## src/verilog/aas_pkg.sv

```systemverilog
// Purpose: Shared constants and types for the antenna autopeak sequencer
// Assumes: Angles are signed 16-bit in 0.1 degree units; 200 MHz clock
// Notes:   Writable registers sit at word index 0..7, status words above them
package aas_pkg;
	localparam int CLK_MHZ  = 200;
	localparam int SETTLE_US = 20000;
	localparam int SETTLE_CYC = SETTLE_US * CLK_MHZ;
	// Register byte offsets
	localparam logic [7:0] REG_CTRL    = 8'h00;
	localparam logic [7:0] REG_AZ_TGT  = 8'h04;
	localparam logic [7:0] REG_EL_TGT  = 8'h08;
	localparam logic [7:0] REG_POL_TGT = 8'h0c;
	localparam logic [7:0] REG_RANGE   = 8'h10;
	localparam logic [7:0] REG_ANT     = 8'h14;
	localparam logic [7:0] REG_THRESH  = 8'h18;
	localparam logic [7:0] REG_LIMIT   = 8'h1c;
	localparam logic [7:0] REG_STATUS  = 8'h20;
	localparam logic [7:0] REG_DISPLAY = 8'h24;
	localparam logic [7:0] REG_PEAK    = 8'h28;
	localparam logic [7:0] REG_TILT    = 8'h2c;
	localparam int NUM_CFG = 8;
	// Control bits
	localparam int CTL_START    = 0;
	localparam int CTL_STOP     = 1;
	localparam int CTL_PEAK_EN  = 2;
	localparam int CTL_INCLINED = 3;
	localparam int CTL_FINE_EN  = 4;
	localparam int CTL_TILT_EN  = 5;
	localparam int CTL_PULSE_FB = 6;
	localparam logic [31:0] CTRL_PULSE_MASK = 32'h0000_0003;
	// Field positions of the antenna and limit words
	localparam int ANT_DIAM_LSB   = 0;
	localparam int ANT_BAND_LSB   = 8;
	localparam int ANT_MARGIN_LSB = 16;
	localparam int LIM_HI_LSB     = 16;
	// Reset values, indexed like the writable registers
	localparam logic [31:0] RST_CFG [NUM_CFG] = '{
		32'h0000_0000, 32'h0000_0000, 32'h0000_0190, 32'h0000_0000,
		32'h0000_0032, 32'h0010_010a, 32'h0000_0400, 32'h0708_f8f8};
	// Beam width numerators per band (C, Ku, Ka, L), 0.1 deg times decimetres
	localparam logic [15:0] BEAM_NUM [4] = '{16'h020d, 16'h00af, 16'h004b, 16'h0578};
	localparam logic signed [15:0] TILT_FIRST  = 16'sh0384;
	localparam logic signed [15:0] TILT_SECOND = 16'sh01c2;
	localparam logic [15:0] EL_FIX_EVERY = 16'h0004;
	localparam logic [3:0]  SPIRAL_MAX_LEG = 4'h8;
	localparam logic [2:0]  FINE_JOGS = 3'h4;
	localparam int POS_TOL = 1;
	typedef enum logic [2:0] {MSG_IDLE, MSG_MOVING, MSG_SCAN, MSG_SPIRAL, MSG_PEAKUP,
		MSG_TILT, MSG_TILT_POL} aas_msg_t;
	typedef enum logic [1:0] {DIR_CW, DIR_UP, DIR_CCW, DIR_DN} aas_dir_t;
	typedef struct packed {
		aas_msg_t    msg;
		aas_dir_t    dir;
		logic [15:0] total;
		logic [15:0] step;
		logic        showCounts;
	} aas_disp_t;
endpackage
```

## src/verilog/aas_autopeak.sv

```systemverilog
// Purpose: Autopeak sequencer finishing an automatic pointing operation
// Assumes: Classic Wishbone slave, one clock, sensor pins asynchronous
// Notes:   Every axis move is followed by a settle wait before sampling
//
// Contract
// - Sweep starts at the range-offset point nearer the current azimuth.
// - Sample after each step; feed noise average and peak detection.
// - Step size follows antenna diameter and band beam width.
// - Elevation is corrected every few sweep steps.
// - Sweep ends early when the next step passes the azimuth limit.
// - After sweep go to best peak, else back to target azimuth.
// - Display shows total planned steps and current step in sweep.
// - Sweep range is a register writable at any time.
// - Completion leaves the sequencer in operator jog state.
// - Spiral first drives to target, corrects elevation, takes one sample.
// - Spiral steps CW, up, CCW, down with growing leg lengths.
// - Spiral stops once a sample exceeds the threshold.
// - Spiral without a find returns to the target position.
// - Display shows spiral direction and step number.
// - Pulse-count feedback closes moves when available.
// - Fine peak-up needs high resolution sensors and enable bit.
// - Fine peak-up jogs around sweep peak; display shows counts.
// - Fine jog size approximates a 0.3 dB signal change.
// - Tilt mode visits points 90 and 45 degrees off, elevation held.
// - Tilt mode adds a polarization correction move at the end.
// - Peaking runs sweep when not inclined, spiral when inclined.
// - Stop halts all motion and enters the jog state.
module aas_autopeak #(
	parameter int SETTLE_CYC = aas_pkg::SETTLE_CYC
) (
	input  wire logic               clk,
	input  wire logic               reset,
	input  wire logic               wb_cyc_i,
	input  wire logic               wb_stb_i,
	input  wire logic               wb_we_i,
	input  wire logic [7:0]         wb_adr_i,
	input  wire logic [31:0]        wb_dat_i,
	input  wire logic [3:0]         wb_sel_i,
	output logic [31:0]             wb_dat_o,
	output logic                    wb_ack_o,
	input  wire logic signed [15:0] azPotIn,
	input  wire logic signed [15:0] azPulseIn,
	input  wire logic signed [15:0] elPotIn,
	input  wire logic signed [15:0] elPulseIn,
	input  wire logic signed [15:0] polPosIn,
	input  wire logic               hiResIn,
	input  wire logic [11:0]        sigIn,
	input  wire logic signed [15:0] pitchIn,
	input  wire logic signed [15:0] rollIn,
	output logic                    azCw,
	output logic                    azCcw,
	output logic                    elUp,
	output logic                    elDn,
	output logic                    polCw,
	output logic                    polCcw,
	output aas_pkg::aas_disp_t      line4
);
	if (SETTLE_CYC < 1) $error("aas_autopeak: SETTLE_CYC must be at least 1");

	typedef enum logic [4:0] {ST_IDLE, ST_JOG, ST_EL, ST_POL, ST_TILT_A, ST_TILT_B, ST_AZ_SEL,
		ST_WAIT, ST_SCAN, ST_SPIRAL, ST_FINE, ST_FIN, ST_DONE} aas_state_t;

	function automatic logic [15:0] stepSize(input logic [7:0] diam, input logic [1:0] band);
		logic [15:0] s;
		s = aas_pkg::BEAM_NUM[band] / ((diam == 8'h00) ? 16'h0001 : {8'h00, diam});
		s = s >> 1;
		return (s == 16'h0000) ? 16'h0001 : s;
	endfunction

	function automatic logic [16:0] absDiff(input logic signed [15:0] a, input logic signed [15:0] b);
		logic signed [16:0] d;
		d = 17'(a) - 17'(b);
		return (d < 0) ? 17'(-d) : 17'(d);
	endfunction

	function automatic aas_pkg::aas_msg_t msgFor(input aas_state_t s, input logic tiltPol);
		case (s)
			ST_TILT_B, ST_AZ_SEL: return aas_pkg::MSG_TILT;
			ST_SCAN:              return aas_pkg::MSG_SCAN;
			ST_SPIRAL:            return aas_pkg::MSG_SPIRAL;
			ST_FINE:              return aas_pkg::MSG_PEAKUP;
			ST_DONE:              return tiltPol ? aas_pkg::MSG_TILT_POL : aas_pkg::MSG_MOVING;
			ST_IDLE, ST_JOG:      return aas_pkg::MSG_IDLE;
			default:              return aas_pkg::MSG_MOVING;
		endcase
	endfunction

	// Sensor synchronisers
	logic signed [15:0] azPot1, azPot2, azPul1, azPul2, elPot1, elPot2, elPul1, elPul2;
	logic signed [15:0] pol1, pol2, pit1, pit2, rol1, rol2;
	logic [11:0]        sig1, sig2;
	logic               hiRes1, hiRes2;

	always_ff @(posedge clk)
	begin
		{azPot1, azPul1, elPot1, elPul1, pol1, pit1, rol1} <=
			{azPotIn, azPulseIn, elPotIn, elPulseIn, polPosIn, pitchIn, rollIn};
		{azPot2, azPul2, elPot2, elPul2, pol2, pit2, rol2} <=
			{azPot1, azPul1, elPot1, elPul1, pol1, pit1, rol1};
		{sig1, hiRes1} <= {sigIn, hiResIn};
		{sig2, hiRes2} <= {sig1, hiRes1};
	end

	// Register bus
	logic [31:0] cfg_ff [aas_pkg::NUM_CFG];
	logic [31:0] nxt_cfg [aas_pkg::NUM_CFG];
	logic [31:0] rd_ff, nxt_rd;
	logic        ack_ff, nxt_ack, wrCfg, startPls, stopPls;
	logic [2:0]  idx;
	logic [31:0] statusWord, dispWord, peakWord, tiltWord;

	always_comb
	begin
		nxt_ack  = wb_cyc_i && wb_stb_i && !ack_ff;
		idx      = wb_adr_i[4:2];
		wrCfg    = nxt_ack && wb_we_i && wb_adr_i[7:5] == 3'h0;
		startPls = wrCfg && idx == 3'h0 && wb_sel_i[0] && wb_dat_i[aas_pkg::CTL_START];
		stopPls  = wrCfg && idx == 3'h0 && wb_sel_i[0] && wb_dat_i[aas_pkg::CTL_STOP];
		for (int i = 0; i < aas_pkg::NUM_CFG; i++)
			nxt_cfg[i] = cfg_ff[i];
		if (wrCfg)
		begin
			for (int b = 0; b < 4; b++)
				if (wb_sel_i[b])
					nxt_cfg[idx][8*b +: 8] = wb_dat_i[8*b +: 8];
			nxt_cfg[0] = nxt_cfg[0] & ~aas_pkg::CTRL_PULSE_MASK;
		end
		nxt_rd = 32'h0000_0000;
		if (nxt_ack && !wb_we_i)
		begin
			if (wb_adr_i[7:5] == 3'h0)
				nxt_rd = cfg_ff[idx];
			else
				case ({wb_adr_i[7:2], 2'b00})
					aas_pkg::REG_STATUS:  nxt_rd = statusWord;
					aas_pkg::REG_DISPLAY: nxt_rd = dispWord;
					aas_pkg::REG_PEAK:    nxt_rd = peakWord;
					aas_pkg::REG_TILT:    nxt_rd = tiltWord;
					default:              nxt_rd = 32'h0000_0000;
				endcase
		end
	end

	always_ff @(posedge clk)
	begin
		if (reset)
		begin
			ack_ff <= 1'b0;
			rd_ff  <= 32'h0000_0000;
			for (int i = 0; i < aas_pkg::NUM_CFG; i++)
				cfg_ff[i] <= aas_pkg::RST_CFG[i];
		end
		else
		begin
			ack_ff <= nxt_ack;
			rd_ff  <= nxt_rd;
			for (int i = 0; i < aas_pkg::NUM_CFG; i++)
				cfg_ff[i] <= nxt_cfg[i];
		end
	end

	assign wb_ack_o = ack_ff;
	assign wb_dat_o = rd_ff;

	// Configuration fields
	logic               peakEn, inclined, fineEn, tiltEn, pulseFb, fineOk;
	logic signed [15:0] azTgt, elTgt, polTgt, range, limLo, limHi;
	logic [15:0]        step, jog;
	logic [11:0]        thresh, margin;
	logic signed [15:0] azPos, elPos;

	always_comb
	begin
		peakEn   = cfg_ff[0][aas_pkg::CTL_PEAK_EN];
		inclined = cfg_ff[0][aas_pkg::CTL_INCLINED];
		fineEn   = cfg_ff[0][aas_pkg::CTL_FINE_EN];
		tiltEn   = cfg_ff[0][aas_pkg::CTL_TILT_EN];
		pulseFb  = cfg_ff[0][aas_pkg::CTL_PULSE_FB];
		fineOk   = fineEn && hiRes2;
		azTgt    = signed'(cfg_ff[1][15:0]);
		elTgt    = signed'(cfg_ff[2][15:0]);
		polTgt   = signed'(cfg_ff[3][15:0]);
		range    = signed'(cfg_ff[4][15:0]);
		step     = stepSize(cfg_ff[5][aas_pkg::ANT_DIAM_LSB +: 8],
			cfg_ff[5][aas_pkg::ANT_BAND_LSB +: 2]);
		// 0.3 dB off boresight is about 0.16 beam widths, so 5/16 of a half-beam step
		jog      = (16'(step * 16'h0005) >> 4) | 16'h0001;
		margin   = {4'h0, cfg_ff[5][aas_pkg::ANT_MARGIN_LSB +: 8]};
		thresh   = cfg_ff[6][11:0];
		limLo    = signed'(cfg_ff[7][15:0]);
		limHi    = signed'(cfg_ff[7][aas_pkg::LIM_HI_LSB +: 16]);
		azPos    = (pulseFb && hiRes2) ? azPul2 : azPot2;
		elPos    = (pulseFb && hiRes2) ? elPul2 : elPot2;
	end

	// Sequencer
	aas_state_t         st_ff, nxt_st, ret_ff, nxt_ret;
	logic [31:0]        cnt_ff, nxt_cnt;
	logic signed [15:0] azC_ff, nxt_azC, elC_ff, nxt_elC, polC_ff, nxt_polC;
	logic signed [15:0] bestAz_ff, nxt_bestAz, bestEl_ff, nxt_bestEl, pitch_ff, nxt_pitch;
	logic signed [15:0] roll_ff, nxt_roll, nextAz;
	logic [15:0]        stepN_ff, nxt_stepN, total_ff, nxt_total;
	logic [11:0]        avg_ff, nxt_avg, best_ff, nxt_best;
	logic               found_ff, nxt_found, sNeg_ff, nxt_sNeg, tiltPol_ff, nxt_tiltPol;
	logic [1:0]         dir_ff, nxt_dir;
	logic [3:0]         leg_ff, nxt_leg, legCnt_ff, nxt_legCnt;
	logic [2:0]         fine_ff, nxt_fine;
	logic               goAz, goEl, goPol, busyAz, busyEl, busyPol;
	logic signed [12:0] diff;

	always_comb
	begin
		nxt_st = st_ff;         nxt_ret = ret_ff;         nxt_cnt = cnt_ff;
		nxt_azC = azC_ff;       nxt_elC = elC_ff;         nxt_polC = polC_ff;
		nxt_bestAz = bestAz_ff; nxt_bestEl = bestEl_ff;   nxt_best = best_ff;
		nxt_pitch = pitch_ff;   nxt_roll = roll_ff;       nxt_stepN = stepN_ff;
		nxt_total = total_ff;   nxt_avg = avg_ff;         nxt_found = found_ff;
		nxt_sNeg = sNeg_ff;     nxt_dir = dir_ff;         nxt_leg = leg_ff;
		nxt_legCnt = legCnt_ff; nxt_fine = fine_ff;       nxt_tiltPol = tiltPol_ff;
		goAz = 1'b0;
		goEl = 1'b0;
		goPol = 1'b0;
		diff = 13'(sig2) - 13'(avg_ff);
		nextAz = sNeg_ff ? 16'(azC_ff - signed'(step)) : 16'(azC_ff + signed'(step));
		case (st_ff)
			ST_IDLE, ST_JOG:
				if (startPls)
				begin
					nxt_st = ST_EL;
					nxt_tiltPol = 1'b0;
				end
			ST_EL:
			begin
				nxt_elC = elTgt;
				goEl = 1'b1;
				nxt_ret = ST_POL;
				nxt_st = ST_WAIT;
			end
			ST_POL:
			begin
				nxt_polC = polTgt;
				goPol = 1'b1;
				nxt_ret = tiltEn ? ST_TILT_A : ST_AZ_SEL;
				nxt_st = ST_WAIT;
			end
			ST_TILT_A:
			begin
				nxt_azC = 16'(azTgt + aas_pkg::TILT_FIRST);
				goAz = 1'b1;
				nxt_ret = ST_TILT_B;
				nxt_st = ST_WAIT;
			end
			ST_TILT_B:
			begin
				nxt_pitch = pit2;
				nxt_azC = 16'(azTgt + aas_pkg::TILT_SECOND);
				goAz = 1'b1;
				nxt_ret = ST_AZ_SEL;
				nxt_st = ST_WAIT;
			end
			ST_AZ_SEL:
			begin
				if (tiltEn)
					nxt_roll = rol2;
				nxt_st = ST_WAIT;
				nxt_found = 1'b0;
				nxt_best = 12'h000;
				nxt_bestAz = azTgt;
				nxt_bestEl = elTgt;
				nxt_elC = elTgt;
				goAz = 1'b1;
				goEl = 1'b1;
				if (!peakEn)
				begin
					nxt_azC = azTgt;
					nxt_ret = ST_FIN;
				end
				else if (inclined)
				begin
					nxt_azC = azTgt;
					nxt_ret = ST_SPIRAL;
					nxt_dir = 2'b00;
					nxt_leg = 4'h1;
					nxt_legCnt = 4'h0;
					nxt_stepN = 16'h0000;
				end
				else
				begin
					nxt_sNeg = absDiff(azPos, 16'(azTgt + range)) < absDiff(azPos, 16'(azTgt - range));
					nxt_azC = nxt_sNeg ? 16'(azTgt + range) : 16'(azTgt - range);
					nxt_total = 16'({range, 1'b0} / step);
					nxt_stepN = 16'h0000;
					nxt_avg = 12'h000;
					nxt_ret = ST_SCAN;
				end
			end
			ST_WAIT:
				if (busyAz || busyEl || busyPol)
					nxt_cnt = 32'(SETTLE_CYC);
				else if (cnt_ff != 32'h0000_0000)
					nxt_cnt = cnt_ff - 32'h0000_0001;
				else
					nxt_st = ret_ff;
			ST_SCAN:
			begin
				nxt_avg = (stepN_ff == 16'h0000) ? sig2 : 12'(avg_ff + 12'(diff >>> 3));
				// Signed compare, else a sample under the average reads as a huge rise
				if (stepN_ff != 16'h0000 && diff > signed'({1'b0, margin}) && sig2 > best_ff)
				begin
					nxt_found = 1'b1;
					nxt_best = sig2;
					nxt_bestAz = azC_ff;
				end
				nxt_st = ST_WAIT;
				if (stepN_ff >= total_ff || nextAz > limHi || nextAz < limLo)
				begin
					nxt_azC = nxt_found ? nxt_bestAz : azTgt;
					nxt_elC = elTgt;
					goAz = 1'b1;
					goEl = 1'b1;
					nxt_fine = 3'h0;
					nxt_ret = (nxt_found && fineOk) ? ST_FINE : ST_FIN;
				end
				else
				begin
					nxt_azC = nextAz;
					goAz = 1'b1;
					goEl = stepN_ff % aas_pkg::EL_FIX_EVERY == aas_pkg::EL_FIX_EVERY - 16'h0001;
					nxt_stepN = stepN_ff + 16'h0001;
					nxt_ret = ST_SCAN;
				end
			end
			ST_SPIRAL:
			begin
				nxt_st = ST_WAIT;
				if (sig2 > thresh)
				begin
					nxt_found = 1'b1;
					nxt_bestAz = azC_ff;
					nxt_bestEl = elC_ff;
					nxt_st = ST_FIN;
				end
				else if (leg_ff > aas_pkg::SPIRAL_MAX_LEG)
				begin
					nxt_azC = azTgt;
					nxt_elC = elTgt;
					goAz = 1'b1;
					goEl = 1'b1;
					nxt_ret = ST_FIN;
				end
				else
				begin
					case (aas_pkg::aas_dir_t'(dir_ff))
						aas_pkg::DIR_CW:  nxt_azC = 16'(azC_ff + signed'(step));
						aas_pkg::DIR_UP:  nxt_elC = 16'(elC_ff + signed'(step));
						aas_pkg::DIR_CCW: nxt_azC = 16'(azC_ff - signed'(step));
						default:          nxt_elC = 16'(elC_ff - signed'(step));
					endcase
					goAz = !dir_ff[0];
					goEl = dir_ff[0];
					nxt_stepN = stepN_ff + 16'h0001;
					nxt_legCnt = legCnt_ff + 4'h1;
					if (legCnt_ff + 4'h1 == leg_ff)
					begin
						nxt_legCnt = 4'h0;
						nxt_dir = dir_ff + 2'b01;
						if (dir_ff[0])
							nxt_leg = leg_ff + 4'h1;
					end
					nxt_ret = ST_SPIRAL;
				end
			end
			ST_FINE:
			begin
				if (fine_ff != 3'h0 && sig2 > best_ff)
				begin
					nxt_best = sig2;
					nxt_bestAz = azC_ff;
					nxt_bestEl = elC_ff;
				end
				nxt_azC = nxt_bestAz;
				nxt_elC = nxt_bestEl;
				case (fine_ff)
					3'h0: nxt_azC = 16'(nxt_bestAz + signed'(jog));
					3'h1: nxt_azC = 16'(nxt_bestAz - signed'(jog));
					3'h2: nxt_elC = 16'(nxt_bestEl + signed'(jog));
					3'h3: nxt_elC = 16'(nxt_bestEl - signed'(jog));
					default: ;
				endcase
				goAz = 1'b1;
				goEl = 1'b1;
				nxt_fine = fine_ff + 3'h1;
				nxt_ret = (fine_ff == aas_pkg::FINE_JOGS) ? ST_FIN : ST_FINE;
				nxt_st = ST_WAIT;
			end
			ST_FIN:
				if (tiltEn && !tiltPol_ff)
				begin
					// Roll seen across the beam direction skews the feed by the same angle
					nxt_polC = 16'(polTgt - roll_ff);
					goPol = 1'b1;
					nxt_tiltPol = 1'b1;
					nxt_ret = ST_DONE;
					nxt_st = ST_WAIT;
				end
				else
					nxt_st = ST_DONE;
			ST_DONE:
				nxt_st = ST_JOG;
			default:
				nxt_st = ST_IDLE;
		endcase
		if (stopPls)
		begin
			nxt_st = ST_JOG;
			goAz = 1'b0;
			goEl = 1'b0;
			goPol = 1'b0;
		end
	end

	always_ff @(posedge clk)
	begin
		if (reset)
		begin
			st_ff <= ST_IDLE;      ret_ff <= ST_IDLE;      cnt_ff <= 32'h0000_0000;
			azC_ff <= 16'sh0000;   elC_ff <= 16'sh0000;    polC_ff <= 16'sh0000;
			bestAz_ff <= 16'sh0000; bestEl_ff <= 16'sh0000; best_ff <= 12'h000;
			pitch_ff <= 16'sh0000; roll_ff <= 16'sh0000;   stepN_ff <= 16'h0000;
			total_ff <= 16'h0000;  avg_ff <= 12'h000;      found_ff <= 1'b0;
			sNeg_ff <= 1'b0;       dir_ff <= 2'b00;        leg_ff <= 4'h1;
			legCnt_ff <= 4'h0;     fine_ff <= 3'h0;        tiltPol_ff <= 1'b0;
		end
		else
		begin
			st_ff <= nxt_st;       ret_ff <= nxt_ret;      cnt_ff <= nxt_cnt;
			azC_ff <= nxt_azC;     elC_ff <= nxt_elC;      polC_ff <= nxt_polC;
			bestAz_ff <= nxt_bestAz; bestEl_ff <= nxt_bestEl; best_ff <= nxt_best;
			pitch_ff <= nxt_pitch; roll_ff <= nxt_roll;    stepN_ff <= nxt_stepN;
			total_ff <= nxt_total; avg_ff <= nxt_avg;      found_ff <= nxt_found;
			sNeg_ff <= nxt_sNeg;   dir_ff <= nxt_dir;      leg_ff <= nxt_leg;
			legCnt_ff <= nxt_legCnt; fine_ff <= nxt_fine;  tiltPol_ff <= nxt_tiltPol;
		end
	end

	// Axis drives; a stop drops busy at once so the motors halt on the next edge
	aas_axis_move u_az (.clk(clk), .reset(reset), .go(goAz), .halt(stopPls), .target(nxt_azC),
		.position(azPos), .driveFwd(azCw), .driveRev(azCcw), .busy(busyAz));
	aas_axis_move u_el (.clk(clk), .reset(reset), .go(goEl), .halt(stopPls), .target(nxt_elC),
		.position(elPos), .driveFwd(elUp), .driveRev(elDn), .busy(busyEl));
	aas_axis_move u_pol (.clk(clk), .reset(reset), .go(goPol), .halt(stopPls), .target(nxt_polC),
		.position(pol2), .driveFwd(polCw), .driveRev(polCcw), .busy(busyPol));

	// Display line and status words
	aas_pkg::aas_disp_t disp_ff, nxt_disp;
	aas_state_t         shown;

	always_comb
	begin
		shown = (st_ff == ST_WAIT) ? ret_ff : st_ff;
		// Without tilt the pol settle waits on AZ_SEL, which must not claim a tilt message
		nxt_disp.msg = (shown == ST_AZ_SEL && !tiltEn) ? aas_pkg::MSG_MOVING : msgFor(shown, tiltPol_ff);
		nxt_disp.dir = aas_pkg::aas_dir_t'(dir_ff);
		nxt_disp.total = (shown == ST_SCAN) ? total_ff : 16'h0000;
		nxt_disp.step = stepN_ff;
		nxt_disp.showCounts = shown == ST_FINE;
		statusWord = {24'h00_0000, found_ff, st_ff == ST_JOG, tiltPol_ff, 5'(st_ff)};
		dispWord = {disp_ff.step, disp_ff.total};
		peakWord = {bestEl_ff, bestAz_ff};
		tiltWord = {roll_ff, pitch_ff};
	end

	always_ff @(posedge clk)
	begin
		if (reset)
			disp_ff <= '{aas_pkg::MSG_IDLE, aas_pkg::DIR_CW, 16'h0000, 16'h0000, 1'b0};
		else
			disp_ff <= nxt_disp;
	end

	assign line4 = disp_ff;
endmodule // aas_autopeak

```

## src/verilog/aas_axis_move.sv

```systemverilog
// Purpose: Closed-loop drive of one axis to a latched target
// Assumes: Position feedback already synchronised to clk
// Notes:   Busy drops once the error is inside the tolerance band
module aas_axis_move #(
	parameter int TOL = aas_pkg::POS_TOL
) (
	input  wire logic               clk,
	input  wire logic               reset,
	input  wire logic               go,
	input  wire logic               halt,
	input  wire logic signed [15:0] target,
	input  wire logic signed [15:0] position,
	output logic                    driveFwd,
	output logic                    driveRev,
	output logic                    busy
);
	if (TOL < 0) $error("aas_axis_move: TOL must not be negative");

	logic               busy_ff, nxt_busy, fwd_ff, nxt_fwd, rev_ff, nxt_rev;
	logic signed [15:0] tgt_ff, nxt_tgt;
	logic signed [16:0] err;

	always_comb
	begin
		err      = 17'(tgt_ff) - 17'(position);
		nxt_busy = busy_ff;
		nxt_tgt  = tgt_ff;
		if (halt)
			nxt_busy = 1'b0;
		else if (go)
		begin
			nxt_busy = 1'b1;
			nxt_tgt  = target;
		end
		else if (busy_ff && err <= 17'(TOL) && err >= -17'(TOL))
			nxt_busy = 1'b0;
		nxt_fwd = nxt_busy && !go && err > 17'(TOL);
		nxt_rev = nxt_busy && !go && err < -17'(TOL);
	end

	always_ff @(posedge clk)
	begin
		if (reset)
		begin
			busy_ff <= 1'b0;
			tgt_ff  <= 16'sh0000;
			fwd_ff  <= 1'b0;
			rev_ff  <= 1'b0;
		end
		else
		begin
			busy_ff <= nxt_busy;
			tgt_ff  <= nxt_tgt;
			fwd_ff  <= nxt_fwd;
			rev_ff  <= nxt_rev;
		end
	end

	assign driveFwd = fwd_ff;
	assign driveRev = rev_ff;
	assign busy     = busy_ff;
endmodule // aas_axis_move

```

## config.mk

```make
export PLATFORM = sky130hd
export DESIGN_NAME = aas_autopeak
export DESIGN_NICKNAME = d
export VERILOG_FILES = /design/src/verilog/aas_pkg.sv /design/src/verilog/aas_autopeak.sv /design/src/verilog/aas_axis_move.sv
export SDC_FILE = /design/constraint.sdc
export NUM_CORES = 2
export LEC_CHECK = 0
export BUFFER_PORTS_ARGS = -buffer_cell sky130_fd_sc_hd__clkbuf_2
export CORE_MARGIN = 2
export CORE_UTILIZATION = 35
export CTS_CLUSTER_DIAMETER = 120
export DETAILED_ROUTE_END_ITERATION = 8
export PLACE_DENSITY = 0.58
export SLEW_MARGIN = 25
export SYNTH_ARGS = -nofsm -noshare
export SYNTH_HDL_FRONTEND = slang
export SYNTH_SLANG_ARGS = --single-unit
```

## constraint.sdc

```tcl
create_clock -name clk -period 95.3 [get_ports clk]
set_clock_uncertainty 0.2 [all_clocks]
set_input_delay 4.765 -clock clk [delete_from_list [all_inputs] [get_ports clk]]
set_output_delay 4.765 -clock clk [all_outputs]
set_load 0.1 [all_outputs]
```

* After elaboration in Yosys (flattened, before gate mapping) *
Memory sizes are Yosys's and may differ from the RTL's.
Cells that the tools add are included.

storage, ports and cells
  register bits after elaboration = 604
  RAM bits = 256
  input port bits = 174
  output and inout bits = 77
  logic and storage cells = 434
  memories kept = 1

memory list
  name    depth  width  rd ports  clocked after Yosys merged registers in  wr ports  line                 RTL
  cfg_ff  8      32     9         0                                        8         aas_autopeak.sv:105  logic [31:0] cfg_ff [aas_pkg::NUM_CFG];

operators by class
  add/sub/neg operators = 28
  multiply operators = 1
  divide/modulo/power cells = 2
  $lt $le $gt $ge = 25
  equality and inequality tests = 50
  multiplexer cells = 154
  bitwise gates (word level) = 14
  reduce and logical (&&, ||, !) cells = 99

operators by type and width
  operator             count
  $mux 256             8
  $bwmux 256           4
  $mux 16              28
  $demux 32 s3         4
  $mux 32              12
  $pmux 16 s2          5
  $pmux 16 s4          2
  $pmux 32 s4          1
  $pmux 16 s3          2
  $pmux 16 s6          1
  $lt 17x1->1 const B  5
  $sub 16x16->17       5
  $sub 16x16->16       4
  $mux 12              5
  $mux 4               13
  $ge 17x1->1 const B  3
  $gt 17x2->1 const B  3
  $le 17x2->1 const B  3
  $add 16x16->16       3
  $eq 5x4->1 const B   9
  $pmux 5 s9           1
  $pmux 12 s3          1
  $mux 17              2
  $neg 17->17          2
  other kinds (79)     247

* Logic depth before layout (Yosys ltp) *
An unclocked memory read counts as a cell.

  depth in word-level cells = 20
  mapped depth = 367
  depth with buffers taken out = 339

* By module *
From an unflattened synthesis, not the netlist that was laid out.

unflattened totals
  cell total of the unflattened synthesis = 7609
  area total of the unflattened synthesis = 59706.0 µm²

modules (own cells, without submodules)
  module         instances  cells an instance  area each (µm²)  seq. area each (µm²)
  aas_autopeak   1          6880               54503.5          15995.3
  aas_axis_move  3          243                1734.2           380.4

* Least setup slack after synthesis *
No wires, ideal clock.

  path type = reg-to-reg
  start = memory cfg_ff[5][4]
  end = register total_ff[0]
  library setup time = 0.134 ns
  arrival = 69.081 ns
  required time = 94.966 ns
  path slack = 25.885 ns
  cell stages (with the launch flop) = 347
  buffers on the path = 29
  period minus slack after synthesis = 69.415 ns
  path through = dfxtp_1 > nor4_4 > nand2_1 > o21bai_1 > inv_1 > ha_1 > mux2_1 > o2111a_1 > a41o_1 > ha_1 > o211ai_1 > nand2_1 > nand3_1 > a211o_1 > ha_1 > inv_1 > a31oi_1 > o21ai_4 > (+311 left out) > nor2_1 > nand2_1 > nor2_1 > mux2_2 > ha_1 > a21o_1 > a21oi_1 > nor2b_1 > o21ai_0 > nand2b_1 > a21oi_1 > nor2b_1 > o21ai_0 > nand2b_1 > a21oi_1 > o21ai_0 > a21oi_1 > a211oi_1

RTL lines
  element               line                 RTL
  from (decl)           aas_autopeak.sv:105
  to (signal assigned)  aas_autopeak.sv:440  total_ff <= nxt_total; avg_ff <= nxt_avg; found_ff <= nxt_found;
  to (decl)             aas_autopeak.sv:202  logic [15:0] stepN_ff, nxt_stepN, total_ff, nxt_total;

==> summary.md <==
| Metric | Value |
|---|---|
| Distinct cells, synth | `116` |
| Detailed-routed wire length on met3 | `between 20 and 25 mm` |
| Final design utilization | `about two fifths` |
| Number of hold-slack violations in the final timing report | `0` |
| Cell with the largest stage delay on the worst path | `o31ai_4` |
| Routed length on met2 | `97.3 mm` |
| Detail-routed net length per standard cell | `around 23 µm` |
| Largest area contributor in the netlist | `dfxtp_1` |
| Maximum level of the CTS H-tree | `3` |
| Slack of the worst reg-to-reg path | `18960 ps` |
| Measured slew at the worst slew-check pin | `1210 ps` |
| Number of cell instances on the worst register-to-register path | `approximately 340` |
| Outcome | `finished, final reports clean` |
| HPWL after DPL | `171 mm` |
| Yosys warning total | `0` |
| Leading post-synthesis cells by cell area | `dfxtp_1 29%, ha_1 13%, a21oi_1 6.3%` |
| Clock edge transition at the registers on the reported setup and hold paths | `60 ps` |
| Worst hold path endpoint | `pol2[1]$_DFF_P_` |
| Data required time of the worst path | `~96000 ps` |
| Number of synthesized flops with an enable pin | `0` |
| Leading cell type in the layout, fill and taps excluded | `nand2_1` |
| Area of the core region | `0.167 mm²` |
| Site row count | `150` |
| Layout Nets | `between 8k and 9k` |
| Number of global-route vias before repair | `52.6k` |
| Violation count after the first detailed-routing iteration | `5610` |
| Critical path startpoint category | `flop` |
| Final Instance Count excl. Fillers | `approximately 9.8k` |
| Flip-flop and latch count after synthesis | `around 860` |
| Max-Slew Margin vs Limit | `19.2%` |
| Beginning of the worst register-to-register path | `cfg_ff[5][7]$_SDFFE_PP0P_` |
| Via count of the routed design | `56.5k` |
| Number of sinks handled by clock tree synthesis | `856` |
| Clock latency reported for the late side of the worst-skew pair | `760 ps` |
| Hold Crit Depth | `0` |
| Combined area of the multi-input logic cells | `0.0391 mm²` |
| Max Slew Vio Count | `0` |
| Path class of the lowest-slack min-delay path | `flop to flop` |
| Main flop type after synthesis | `dfxtp_1` |
| Layout-stage area growth over the synthesis result | `11.9%` |
| Root Driver | `clkbuf_16` |
| Worst slack after detailed placement | `between 15000 and 20000 ps` |
| Width of the die | `415 µm` |
| Resize count post-CTS | `0` |
| Number of inserted filler cells in the final layout | `17.2k` |
| Hold_sp | `pol1[1]$_DFF_P_` |
| Sequential cell area | `0.0171 mm²` |
| Reg2Reg Capture Point | `total_ff[0]$_SDFFE_PP0P_` |
| Initial core utilization | `35.3%` |
| Mean number of vias per cell | `5.75` |
| Full die area | `0.172 mm²` |
| Global-route wire length before repair | `336 mm` |
| Count of mapped cells out of synthesis | `7431` |
| Setup violations, final | `0` |
| Cell total after placement | `9647` |
| Post-Syn Area | `a little under 0.06 mm²` |
| Top routing layer used | `met5` |
| Share of cells above drive strength 1 | `9.99%` |
| Global-route usage over all layers | `~25%` |
| Num CTS Buffers | `92` |
| CTS tree | `yes` |
| Antenna viol nets, final | `0` |
| Post-Route M1 WL | `between 90 and 100 mm` |
| DRC errors left | `0` |
| Area share of the largest cell type after synthesis | `29.0%` |
| Count of TritonRoute iterations in the first routing pass | `6` |
| DRT Wirelength | `228 mm` |
| Post-CTS Repair Setup Buffers | `0` |
| Fmax achieved | `0.0131 GHz` |
| Endpoint type of the worst setup path | `flop` |
| Max-cap violations | `0` |
| Final worst-path setup slack | `roughly 19000 ps` |
| Seq/Total Area, Yosys | `29.0%` |
| Number of buffers inserted for hold repair after clock tree synthesis | `0` |
| Fraction of synthesis flops using an asynchronous set or reset pin | `0%` |
| Top library cells by usage in the layout, fill and taps aside | `890 x nand2_1, 856 x dfxtp_1, 737 x a21oi_1, 690 x nor2_1, 610 x ha_1` |
| Maximum buffer depth of the clock tree | `3` |
| Final TNS setup | `0 ps` |
| Unrepaired setup endpoints after global routing | `false` |
| Startpoint of the most critical setup path | `cfg_ff[5][7]$_SDFFE_PP0P_` |
| Critical Path AT | `76720 ps` |
| Final period util | `80.1%` |
| Most common cell on crit path | `o21a_1` |
| Die Ht | `415 µm` |
| Tmin final | `76340 ps` |
| Number of top-level pins | `~250` |
| GRT Residual Overflow | `0` |
| Gpl congestion | `approximately 1` |
| Maximum number of pins on one net before global-route repair | `around 190` |
| Setup CP Type | `flop to flop` |
| Number of antenna violations at the first check in global routing | `23` |
| Count of buffers inserted at the top-level ports | `248` |
| Largest stage delay on the critical path | `850 ps` |
| Worst Path Max Fanout | `37` |
| Post-synthesis area per instance | `7.95 µm²` |
## how the worst max path moves through the flow
stage	to	slack, ps	cells after the start
detailed placement	total_ff[0]$_SDFFE_PP0P_	19860	340
global route	total_ff[0]$_SDFFE_PP0P_	13440	343
floorplan	total_ff[0]$_SDFFE_PP0P_	25890	346
global placement	total_ff[0]$_SDFFE_PP0P_	21170	339
CTS	total_ff[0]$_SDFFE_PP0P_	19550	338
finish	total_ff[0]$_SDFFE_PP0P_	18960	341
## synth_stat cells (159+ instances only)
cell type and count:
clkbuf_1 294, dfxtp_1 856, xnor2_1 268, a21o_1 181, a21oi_1 741, mux2i_1 174, ha_1 610, nor2_1 699
nor3_1 210, o21ai_0 282, o21a_1 159, nand2_1 894, inv_1 399
## kinds of logic after synthesis
family / count (synthesis) / synth area share, %
simple gates: 2369 / 17.9
compound gates: 2128 / 23.4
flops: 856 / 29.0
buf+inv: 786 / 5.12
fa+ha+maj: 626 / 13.5
xor+xnor: 383 / 5.86
mux: 281 / 5.27
other cells: 2 / 0.0127
## through the flow
step	hold slack (ps)	area (µm²)
after floorplan	110	59100
after global placement	112	62800
after detailed placement	112	62800
after CTS	110	66100
after global routing	113	66100
final	107	66100
## worst max-delay path: cells and delay by family (launching register included)
family,cells,cell delay [ps]
mux,11,3890
fa+ha+maj,31,9740
simple gates,74,12840
xor+xnor,1,270
compound gates,199,41110
buf+inv,25,7380
flops,1,520
## final cells by class
type | count | share of cell area (%)
antenna | 10 | 0.0379
multi-input combinational | 5797 | 59.2
tap | 2204 | 4.17
clock inverter | 42 | 0.818
timing repair buffer | 380 | 3.42
sequential | 856 | 25.9
clock buffer | 126 | 4.06
inverter | 410 | 2.33
## routing by layer
metal	vias up	track usage, %
met2	2401	38.9
met5	-	0
li1	26642	-
met1	26785	33.0
met4	14	13.9
met3	610	5.82
## state kept, by name, indices dropped and copies added, names as in the netlist, 32 cells and up
name      flops
wb_dat_o     32
line4        38
cfg_ff      254
cnt_ff       32
Power is not shown: default switching activity piles up to over one toggle a cycle in this logic, so the estimate is an artifact.
